`config.mk`:
```
export PLATFORM = sky130hd
export DESIGN_NAME = txpa_ctrl
export DESIGN_NICKNAME = d
export VERILOG_FILES = /design/src/common/txpa_pkg.sv /design/src/common/txpa_div_if.sv /design/src/verilog/txpa_clkdiv.sv /design/src/verilog/txpa_ctrl.sv
export VERILOG_INCLUDE_DIRS = /design/src /design/src/common
export SDC_FILE = /design/constraint.sdc
export NUM_CORES = 1
export LEC_CHECK = 0
export BUFFER_PORTS_ARGS = -buffer_cell sky130_fd_sc_hd__buf_2
export CAP_MARGIN = 30
export CORE_MARGIN = 3
export CORE_UTILIZATION = 34
export CTS_CLUSTER_SIZE = 30
export DETAILED_ROUTE_END_ITERATION = 10
export SYNTH_ARGS = -nofsm -noshare
export SYNTH_HDL_FRONTEND = slang
export SYNTH_SLANG_ARGS = --single-unit
```
`constraint.sdc`:
```
create_clock -name clk_sys_in -period 2.5 [get_ports clk_sys_in]
set_input_delay 0.125 -clock clk_sys_in [delete_from_list [all_inputs] [get_ports clk_sys_in]]
set_output_delay 0.125 -clock clk_sys_in [all_outputs]
set_load 0.01 [all_outputs]
```
`src/common/txpa_defs.svh`:
```
// constants of the transmitter mode and amplifier gating control
`ifndef TXPA_DEFS_SVH
`define TXPA_DEFS_SVH
// clock rate and start-up interval
`define TXPA_CLK_HZ        40000000
`define TXPA_TON_US        1000
`define TXPA_TON_CYCLES    ((`TXPA_TON_US * (`TXPA_CLK_HZ / 1000000)))
// divider ratios, half periods in crystal cycles
`define TXPA_DIV_LO_HALF   5'h02
`define TXPA_DIV_HI_HALF   5'h08
`define TXPA_CLKSEL_DIV4   1'h0
// power select thermometer code and step codes
`define TXPA_STEP_W        3
`define TXPA_STEP_OFF      3'h0
`define TXPA_STEP_1        3'h1
`define TXPA_STEP_2        3'h2
`define TXPA_STEP_3        3'h3
`define TXPA_STEP_4        3'h4
`define TXPA_THERM_W       4
// keying pulling switch levels
`define TXPA_PULL_CLOSED   1'h1
// bit positions of the synchronised pin vector
`define TXPA_SYN_EN        0
`define TXPA_SYN_RATIO     1
`define TXPA_SYN_FSK       2
`define TXPA_SYN_LOCK      3
`define TXPA_SYN_LOWV      4
`define TXPA_SYN_THERM     5
`endif

```
`src/common/txpa_pkg.sv`:
```
// types of the transmitter mode and amplifier gating control
`default_nettype none
package txpa_pkg;
	typedef enum logic [2:0] {
		TXPA_STANDBY = 3'h1,
		TXPA_STARTUP = 3'h2,
		TXPA_ACTIVE  = 3'h4
	} txpa_mode_t;
endpackage
`default_nettype wire

```
`src/common/txpa_div_if.sv`:
```
// carrier between top and clock divider
`default_nettype none
interface txpa_div_if;
	logic enable;
	logic ratio_sel;
	logic clk_level;
	modport ctrl (output enable, output ratio_sel, input clk_level);
	modport div  (input enable, input ratio_sel, output clk_level);
endinterface
`default_nettype wire

```
`src/verilog/txpa_clkdiv.sv`:
```
// selectable divide by 4 or 16 clock generator
`include "txpa_defs.svh"
`default_nettype none
module txpa_clkdiv (
	input  wire logic clk_sys_in,
	input  wire logic rst_n,
	txpa_div_if.div   dif
);
	logic [4:0] half_cnt;
	logic       level;
	logic [4:0] half_len;

	// half period chosen by ratio select
	assign half_len = (dif.ratio_sel == `TXPA_CLKSEL_DIV4) ?
		`TXPA_DIV_LO_HALF : `TXPA_DIV_HI_HALF;

	// toggle the level every half period while enabled
	always_ff @(posedge clk_sys_in or negedge rst_n) begin
		if (!rst_n) begin
			half_cnt <= 5'h00;
			level    <= 1'b0;
		end else if (!dif.enable) begin
			half_cnt <= 5'h00;
			level    <= 1'b0;
		end else if (half_cnt >= half_len - 5'h01) begin
			half_cnt <= 5'h00;
			level    <= ~level;
		end else begin
			half_cnt <= half_cnt + 5'h01;
		end
	end
	assign dif.clk_level = level;
endmodule
`default_nettype wire

```
`src/verilog/txpa_ctrl.sv`:
```
// transmitter mode control, power step decode and amplifier gating
`include "txpa_defs.svh"
`default_nettype none
module txpa_ctrl #(
	parameter int unsigned TON_CYCLES = `TXPA_TON_CYCLES
) (
	input  wire logic                    clk_sys_in,
	input  wire logic                    nrst_in,
	input  wire logic                    tx_enable_in,
	input  wire logic                    clock_ratio_select_in,
	input  wire logic                    frequency_keying_input_in,
	input  wire logic [`TXPA_THERM_W-1:0] power_therm_in,
	input  wire logic                    pll_lock_in,
	input  wire logic                    low_voltage_in,
	output logic                         divided_clock_output_out,
	output logic                         pa_enable_out,
	output logic [`TXPA_STEP_W-1:0]      pa_step_out,
	output logic [`TXPA_THERM_W-1:0]     pa_source_en_out,
	output logic                         pull_switch_closed_out,
	output logic                         psel_bias_en_out,
	output logic                         active_out
);
	// ======================================================
	// reset release and input synchronisers
	logic [1:0] rst_sync;
	logic       rst_n;
	always_ff @(posedge clk_sys_in or negedge nrst_in) begin
		if (!nrst_in) begin
			rst_sync <= 2'h0;
		end else begin
			rst_sync <= {rst_sync[0], 1'b1};
		end
	end
	assign rst_n = rst_sync[1];

	// pins are sampled only once the released reset has settled
	localparam int NSYNC = `TXPA_SYN_THERM + `TXPA_THERM_W;
	logic [NSYNC-1:0] raw_in;
	logic [NSYNC-1:0] sync1;
	logic [NSYNC-1:0] sync2;
	// pull-down: floating enable reaches the pin as zero on the board
	assign raw_in = {
		power_therm_in,
		low_voltage_in,
		pll_lock_in,
		frequency_keying_input_in,
		clock_ratio_select_in,
		tx_enable_in
	};

	// two flip-flops per asynchronous pin
	genvar gi;
	generate
		for (gi = 0; gi < NSYNC; gi++) begin : g_sync
			always_ff @(posedge clk_sys_in or negedge rst_n) begin
				if (!rst_n) begin
					sync1[gi] <= 1'b0;
					sync2[gi] <= 1'b0;
				end else begin
					sync1[gi] <= raw_in[gi];
					sync2[gi] <= sync1[gi];
				end
			end
		end
	endgenerate

	logic                     en_s;
	logic                     ratio_s;
	logic                     fsk_s;
	logic                     lock_s;
	logic                     lowv_s;
	logic [`TXPA_THERM_W-1:0] therm_s;
	assign en_s    = sync2[`TXPA_SYN_EN];
	assign ratio_s = sync2[`TXPA_SYN_RATIO];
	assign fsk_s   = sync2[`TXPA_SYN_FSK];
	assign lock_s  = sync2[`TXPA_SYN_LOCK];
	assign lowv_s  = sync2[`TXPA_SYN_LOWV];
	assign therm_s = sync2[NSYNC-1:`TXPA_SYN_THERM];

	// ======================================================
	// thermometer decode
	function automatic logic [`TXPA_STEP_W-1:0] therm_to_step(
		input logic [`TXPA_THERM_W-1:0] t
	);
		logic [`TXPA_STEP_W-1:0] s;
		s = `TXPA_STEP_OFF;
		if (t[0]) s = `TXPA_STEP_1;
		if (t[0] && t[1]) s = `TXPA_STEP_2;
		if (t[0] && t[1] && t[2]) s = `TXPA_STEP_3;
		if (&t) s = `TXPA_STEP_4;
		return s;
	endfunction

	// awake covers start-up and active; shared by status, bias and divider
	function automatic logic mode_awake(
		input txpa_pkg::txpa_mode_t m
	);
		return (m != txpa_pkg::TXPA_STANDBY);
	endfunction

	// ======================================================
	// mode state machine
	txpa_pkg::txpa_mode_t mode;
	txpa_pkg::txpa_mode_t next_mode;
	logic [31:0]          ton_cnt;
	logic                 ton_done;
	assign ton_done = (ton_cnt >= TON_CYCLES - 1);

	always_comb begin
		next_mode = mode;
		case (mode)
			txpa_pkg::TXPA_STANDBY: begin
				if (en_s) next_mode = txpa_pkg::TXPA_STARTUP;
			end
			txpa_pkg::TXPA_STARTUP: begin
				if (!en_s) next_mode = txpa_pkg::TXPA_STANDBY;
				else if (ton_done) next_mode = txpa_pkg::TXPA_ACTIVE;
			end
			txpa_pkg::TXPA_ACTIVE: begin
				if (!en_s) next_mode = txpa_pkg::TXPA_STANDBY;
			end
			default: next_mode = txpa_pkg::TXPA_STANDBY;
		endcase
	end

	// mode register
	always_ff @(posedge clk_sys_in or negedge rst_n) begin
		if (!rst_n) mode <= txpa_pkg::TXPA_STANDBY;
		else mode <= next_mode;
	end

	// ======================================================
	// start-up interval counter
	always_ff @(posedge clk_sys_in or negedge rst_n) begin
		if (!rst_n) begin
			ton_cnt <= 32'h0;
		end else if (mode != txpa_pkg::TXPA_STARTUP) begin
			ton_cnt <= 32'h0;
		end else if (!ton_done) begin
			ton_cnt <= ton_cnt + 32'h1;
		end
	end

	// ======================================================
	// amplifier gating and power step
	logic pa_gate;
	// lock, a non-zero power code and supply all gate the amplifier
	assign pa_gate = (mode == txpa_pkg::TXPA_ACTIVE) && lock_s
		&& !lowv_s
		&& (therm_s != {`TXPA_THERM_W{1'b0}});

	always_ff @(posedge clk_sys_in or negedge rst_n) begin
		if (!rst_n) begin
			pa_enable_out    <= 1'b0;
			pa_step_out      <= `TXPA_STEP_OFF;
			pa_source_en_out <= {`TXPA_THERM_W{1'b0}};
		end else begin
			pa_enable_out    <= pa_gate;
			pa_step_out      <= pa_gate ? therm_to_step(therm_s)
				: `TXPA_STEP_OFF;
			pa_source_en_out <= pa_gate ? therm_s
				: {`TXPA_THERM_W{1'b0}};
		end
	end

	// bias source follows the awake state, so it never leads active_out
	// and the select pin floats whenever active_out is low
	always_ff @(posedge clk_sys_in or negedge rst_n) begin
		if (!rst_n) begin
			psel_bias_en_out <= 1'b0;
		end else begin
			psel_bias_en_out <= mode_awake(mode);
		end
	end

	// status and pulling switch
	always_ff @(posedge clk_sys_in or negedge rst_n) begin
		if (!rst_n) begin
			active_out             <= 1'b0;
			pull_switch_closed_out <= `TXPA_PULL_CLOSED;
		end else begin
			active_out             <= mode_awake(mode);
			pull_switch_closed_out <= ~fsk_s;
		end
	end

	// ======================================================
	// divided clock output
	txpa_div_if dif ();
	assign dif.enable    = mode_awake(mode);
	assign dif.ratio_sel = ratio_s;

	txpa_clkdiv u_div (
		.clk_sys_in (clk_sys_in),
		.rst_n      (rst_n),
		.dif        (dif)
	);

	// register the level so the pin comes from a flip-flop
	always_ff @(posedge clk_sys_in or negedge rst_n) begin
		if (!rst_n) divided_clock_output_out <= 1'b0;
		else divided_clock_output_out <= dif.clk_level;
	end
endmodule
`default_nettype wire

```
==> reports/metrics.csv, run 1 <==
metric,value,unit
initial antenna violation count,0,
Cells after Synth,233,
GP Congestion,0.713,
register area,0.00181,mm^2
WP data required,2.76,ns
TritonCTS clock tree,yes,
critical path class,flop to flop,
Post-DRT Antenna Nets,0,
ys async rst share,100,%
Leak,1.56,nW
post-synthesis register bit count,72,
RSZ-0062 raised after global routing,no,
drt pass-1 iters,4,
ant diodes,0,
H-tree Lvls,3,
post-synthesis sequential area ratio,64.8,%
CTS Root Cell,clkbuf_8,
Tmin final,2.20,ns
status,"complete, no violations",
Ys Warns,0,
number of CTS-inserted buffers,9,
Layout Cells excl Fill,379,
area occupied by multi-input gates,916,um^2
starting density of the core,35.5,%
fmax,454,MHz
All-Layer GR Usage,11.8,%
met2 wire length,2240,um
nets,287,
Fin. Hold Viols,0,
Yosys cell types,42,
Clock Sinks,72,
final wirelength,4680,um
Ports,23,
Post-synth EDFFs,0,
Longest Clk Path Bufs,2,
max-slew violations,0,
Hold WC Path Type,input pin to asynchronous set/reset pin,
final setup fails,0,
Max-cap violations,0,
GRT Residual Overflow,0,
met1 wire length,2170,um
predominant post-synthesis flop cell,dfrtp_1,
Worst-Margin Slew,0.569,ns
drt initial violations,89,
met3 wire length,196,um
Clock Skews,0.00609,ns
number of fillers in the final layout,778,
Vias,1848,
layout cell share with drive strength beyond 1,17.7,%
fin crit share,88.1,%
maximum VDD drop,367,uV
Slew headroom,62.1,%
Syn Std Cell Area,0.00279,mm^2
worst skew pair latency,0.34,ns
average routed wire per standard cell,12.4,um
pin count of the biggest net entering global routing,61,
CP Capture Type,flop,
power density cells,677,mW/mm^2
synthesized area per cell,12.0,um^2
Syn Nets,248,
Worst EP arrival,2.46,ns
clk slew on worst S/H paths,0.07,ns
crit path max fanout,29,
port bufs,22,
vias in the first global route,1815,
Die Width,96.5,um
top sig layer,met4,
Layout area overhead,19.6,%
Post-Route Setup TNS,0,ns
placed cell count,353,
die area,0.00932,mm^2
Core Footprint,0.00785,mm^2
first-pass GRT wire length,8290,um
critical path launch point type,flop,
DIE HEIGHT,96.5,um
Final HPWL DP,3060,um
Residual DRC,0,
vias per cell,4.88,
Std-Cell Rows,32,
## worst max-delay path: stages (launching register included)
cell and delay, ns:
dfrtp_1 0.38, or4_1 0.53, a31oi_1 0.19, nand4_1 0.11, buf_4 0.23, or4_1 0.52
a21oi_1 0.17
## repair_timing
item | CTS | global route
buffers inserted | 0 | 0
resized for setup | 0 | 0
hold buffers | 10 | 0
hold endpoints to repair | 11 | 0
## layer usage
layer / up-vias / GRT usage, %
li1: 917 / -
met5: - / 0
met2: 24 / 18.5
met4: 0 / 5.26
met3: 5 / 4.57
met1: 902 / 14.4
## where the power goes
group | total (mW) | switching, mW | leakage [nW] | internal (mW)
clock network | 0.888 | 0.406 | 0.106 | 0.482
registers | 1.24 | 0.0357 | 0.943 | 1.21
logic | 0.125 | 0.0698 | 0.514 | 0.0557
total | 2.25 | 0.511 | 1.56 | 1.74
## cell usage in the layout, fill, tap and decap left out, types with 5 or more instances in the layout
cell and count:
or4_1 11, dfrtp_1 69, buf_2 22, o31ai_1 8, clkbuf_8 10, and2_1 5, a21oi_1 20, nand2b_1 7
and3_1 17, nand2_1 9, nand3_1 7, o21ai_1 6, dlygate4sd3_1 10, nor2_1 12, inv_1 7
## cell usage after synthesis, drive strengths merged, types with 2 or more instances
master   n  share of area [%]
or3      4               0.90
nand4    3               0.67
clkbuf   6               0.81
or4     11                3.0
dfrtp   70                 63
or4b     2               0.72
xnor2    3               0.94
inv      7               0.94
dfstp    2                1.9
and4     2               0.63
and2     5                1.1
and3    17                3.8
buf      3               0.63
nor2    12                1.6
o21ai    8                1.4
nor4     4                1.3
nand3    7                1.3
nand2    9                1.2
o31ai    8                2.2
conb     2               0.27
ha       4                1.8
nand2b   7                1.6
a31oi    2               0.45
a21oi   20                3.6
or2      2               0.45
## area by class of cell
class | instances | area share (%)
clock buffers | 10 | 4.13
clock inverters | 6 | 1.76
inverters | 7 | 0.789
multi-input cells | 145 | 27.5
flip-flops and latches | 72 | 54.2
well taps | 102 | 3.83
repair buffers | 37 | 7.81
## kinds of logic after synthesis
logic type                 Yosys count  synth area share, %
buffers and inverters               16                 2.38
AOI/OAI and AO/OA                   45                 9.79
xor gates and xnor gates             4                 1.26
other                                2                0.270
adders and majority gates            4                 1.80
DFF                                 72                 64.8
and+or+nand+nor                     90                 19.8
## metrics by stage
step | util, % | total power, mW | area (um^2) | worst slack (ns) | hold slack [ns]
global route | 42.5 | 2.37 | 3330 | 0.145 | 0.0834
CTS | 42.5 | 2.30 | 3330 | 0.291 | 0.0657
global placement | 38.7 | 1.38 | 3040 | 0.399 | -0.0895
floorplan | - | 1.33 | 2790 | 0.350 | -0.171
detailed placement | 38.7 | 1.38 | 3040 | 0.311 | -0.0882
finish | 42.5 | 2.25 | 3330 | 0.298 | 0.0924
## path summary, 6_finish.rpt
path                             start  cells past startpoint  slack, ns          end
max in group asynchronous  rst_sync[1]                      1       1.75      mode[0]
max                        ton_cnt[28]                      6       0.30   ton_cnt[4]
min in group clk_sys_in       sync1[8]                      0       0.34     sync2[8]
max reg2reg                ton_cnt[28]                      6       0.30   ton_cnt[4]
min                            nrst_in                      2       0.09  rst_sync[1]
min reg2reg                rst_sync[1]                      0       0.14        fsk_s
## sequential cells by signal, indices dropped and copies added, names as in the netlist, 2 cells and up
signal	cells
sync2	4
pa_step_out	3
mode	3
rst_sync	2
u_div.half_cnt	5
pa_source_en_out	4
ton_cnt	32
sync1	9
(Power assumes the default switching activity.)
==> run 2, diff against run 1 <==
==> constraint.sdc (replaced) <==
create_clock -name clk_sys_in -period 2.5 [get_ports clk_sys_in]
set_input_delay 0.5 -clock clk_sys_in [delete_from_list [all_inputs] [get_ports clk_sys_in]]
set_output_delay 0.5 -clock clk_sys_in [all_outputs]
set_load 0.01 [all_outputs]
==> reports/metrics.csv, run 2 (same netlist as run 1, synthesis figures left out) <==
metric,value,unit,change
worst path cell trace,"or4_1, a31oi_1, nand4_1, buf_4, or4_1, a21oi_1",,
highest-count cells in the layout ignoring fill and taps,"dfrtp_1 (69), buf_2 (22), a21oi_1 (20)",,
nets,278,,-3.1%
final wirelength,4610,um,-1.6%
Clock Sinks,72,,unchanged
status,"complete, no violations",,
Hold WC Path Type,flop to asynchronous set/reset pin,,
vias in the first global route,1778,,-2.0%
Post-CTS Hold Buffers,1,,-9
Worst R2R Path Depth,6,,unchanged
TritonCTS clock tree,yes,,
final setup fails,0,,unchanged
"slowest stage delay, CP",0.53,ns,about the same
maximum VDD drop,362,uV,-1.4%
drt pass-1 iters,4,,unchanged
Post-CTS Resized,0,,unchanged
Slew headroom,62.3,%,+0.25 points
layout cell share with drive strength beyond 1,18.3,%,+0.59 points
drt initial violations,87,,-2.2%
Fin. Hold Viols,0,,unchanged
"commonest non-fill, non-tap cell in the layout",dfrtp_1,,
clk slew on worst S/H paths,0.07,ns,about the same
Final HPWL DP,3060,um,unchanged
DIE HEIGHT,96.5,um,unchanged
die area,0.00932,mm^2,unchanged
Post-Route Setup TNS,0,ns,unchanged
CP Capture Type,flop,,
worst skew pair latency,0.34,ns,about the same
Worst path most repeated cell,or4_1,,
CTS Root Cell,clkbuf_8,,
Vias,1813,,-1.9%
Layout area overhead,16.3,%,
WP data required,2.76,ns,about the same
number of flip-flops in the largest register,32,,unchanged
H-tree Lvls,3,,unchanged
GRT Residual Overflow,0,,unchanged
Worst-Margin Slew,0.565,ns,-0.00382 ns
starting density of the core,35.5,%,unchanged
Max-cap violations,0,,unchanged
RSZ-0062 raised after global routing,no,,
setup bufs post-CTS,0,,unchanged
Residual DRC,0,,unchanged
critical path class,flop to flop,,
Biggest register,ton_cnt,,
average routed wire per standard cell,12.5,um,+0.84%
fin crit share,88.1,%,about the same
Pwr Total,2.24,mW,-0.55%
max-slew violations,0,,unchanged
Crit-path slowest cell,or4_1,,
Post-DRT Antenna Nets,0,,unchanged
ant diodes,0,,unchanged
Largest regs,"ton_cnt x32, sync1 x9, u_div.half_cnt x5",,
All-Layer GR Usage,11.6,%,-0.21 points
Clock Skews,0.00628,ns,+0.000191 ns
Longest Clk Path Bufs,2,,unchanged
Ports,23,,unchanged
Die Width,96.5,um,unchanged
Std-Cell Rows,32,,unchanged
number of CTS-inserted buffers,9,,unchanged
initial antenna violation count,0,,unchanged
vias per cell,4.90,,+0.49%
port bufs,22,,unchanged
first-pass GRT wire length,8140,um,-1.8%
critical path launch point type,flop,,
GP Congestion,0.713,,unchanged
Worst EP arrival,2.46,ns,about the same
fmax,454,MHz,about the same
power density cells,692,mW/mm^2,+2.2%
Core Footprint,0.00785,mm^2,unchanged
Leak,1.53,nW,-2.4%
crit path max fanout,29,,unchanged
Tmin final,2.20,ns,-0.000170 ns
Critical path origin,ton_cnt[28],,
pin count of the biggest net entering global routing,61,,unchanged
reg-to-reg startpoint,ton_cnt[28],,
-- run 2: cell count changes in the layout (fill, tap and decap cells not counted) --
cell,delta
dlygate4sd3_1,-9
-- run 2: where the power goes --
group          switching (mW)  total, mW  internal (mW)
logic                  0.0680      0.115         0.0465
registers              0.0357       1.24           1.21
clock network           0.404      0.886          0.482
total                   0.508       2.24           1.73
-- run 2: layer usage --
layer  wire, um  track usage (%)  up-vias  share of wire, %
met5          0                0        -                 0
met4         80             5.26        0               1.7
met3        193             4.57        5               4.2
met2       2180             17.9       22                47
met1       2160             14.3      887                47
li1           -                -      899                 -
-- run 2: cell type report --
type | instances | area (um^2)
well taps | 102 | 128
multi-input cells | 145 | 916
inverters | 7 | 26.3
repair buffers | 28 | 170
clock inverters | 6 | 58.8
clock buffers | 10 | 138
flip-flops and latches | 72 | 1810
fillers | 788 | 4610
-- run 2: final timing paths --
kind / to / slack (ns)
max: ton_cnt[4] / 0.30
min: fsk_s / 0.14
max reg2reg: ton_cnt[4] / 0.30
min reg2reg: fsk_s / 0.14
max in group asynchronous: mode[0] / 1.75
min in group clk_sys_in: sync1[6] / 0.26
-- run 2: through the flow --
step | hold WS [ns] | area (um^2) | util, % | instances | worst slack [ns]
6_report | 0.140 | 3240 | 41.3 | 370 | 0.298
2_1_floorplan | 0.204 | 2790 | - | 233 | 0.350
5_1_grt | 0.166 | 3240 | 41.3 | 370 | 0.145
3_3_place_gp | 0.138 | 3040 | 38.7 | 353 | 0.399
3_5_place_dp | 0.140 | 3040 | 38.7 | 353 | 0.311
4_1_cts | 0.148 | 3240 | 41.3 | 370 | 0.291
-- run 2: critical path: cells and delay by family, from the launching register on --
kind / cells / cell delay (ns)
buffers and inverters: 1 / 0.23
AOI/OAI and AO/OA: 2 / 0.36
DFF: 1 / 0.38
and+or+nand+nor: 3 / 1.16
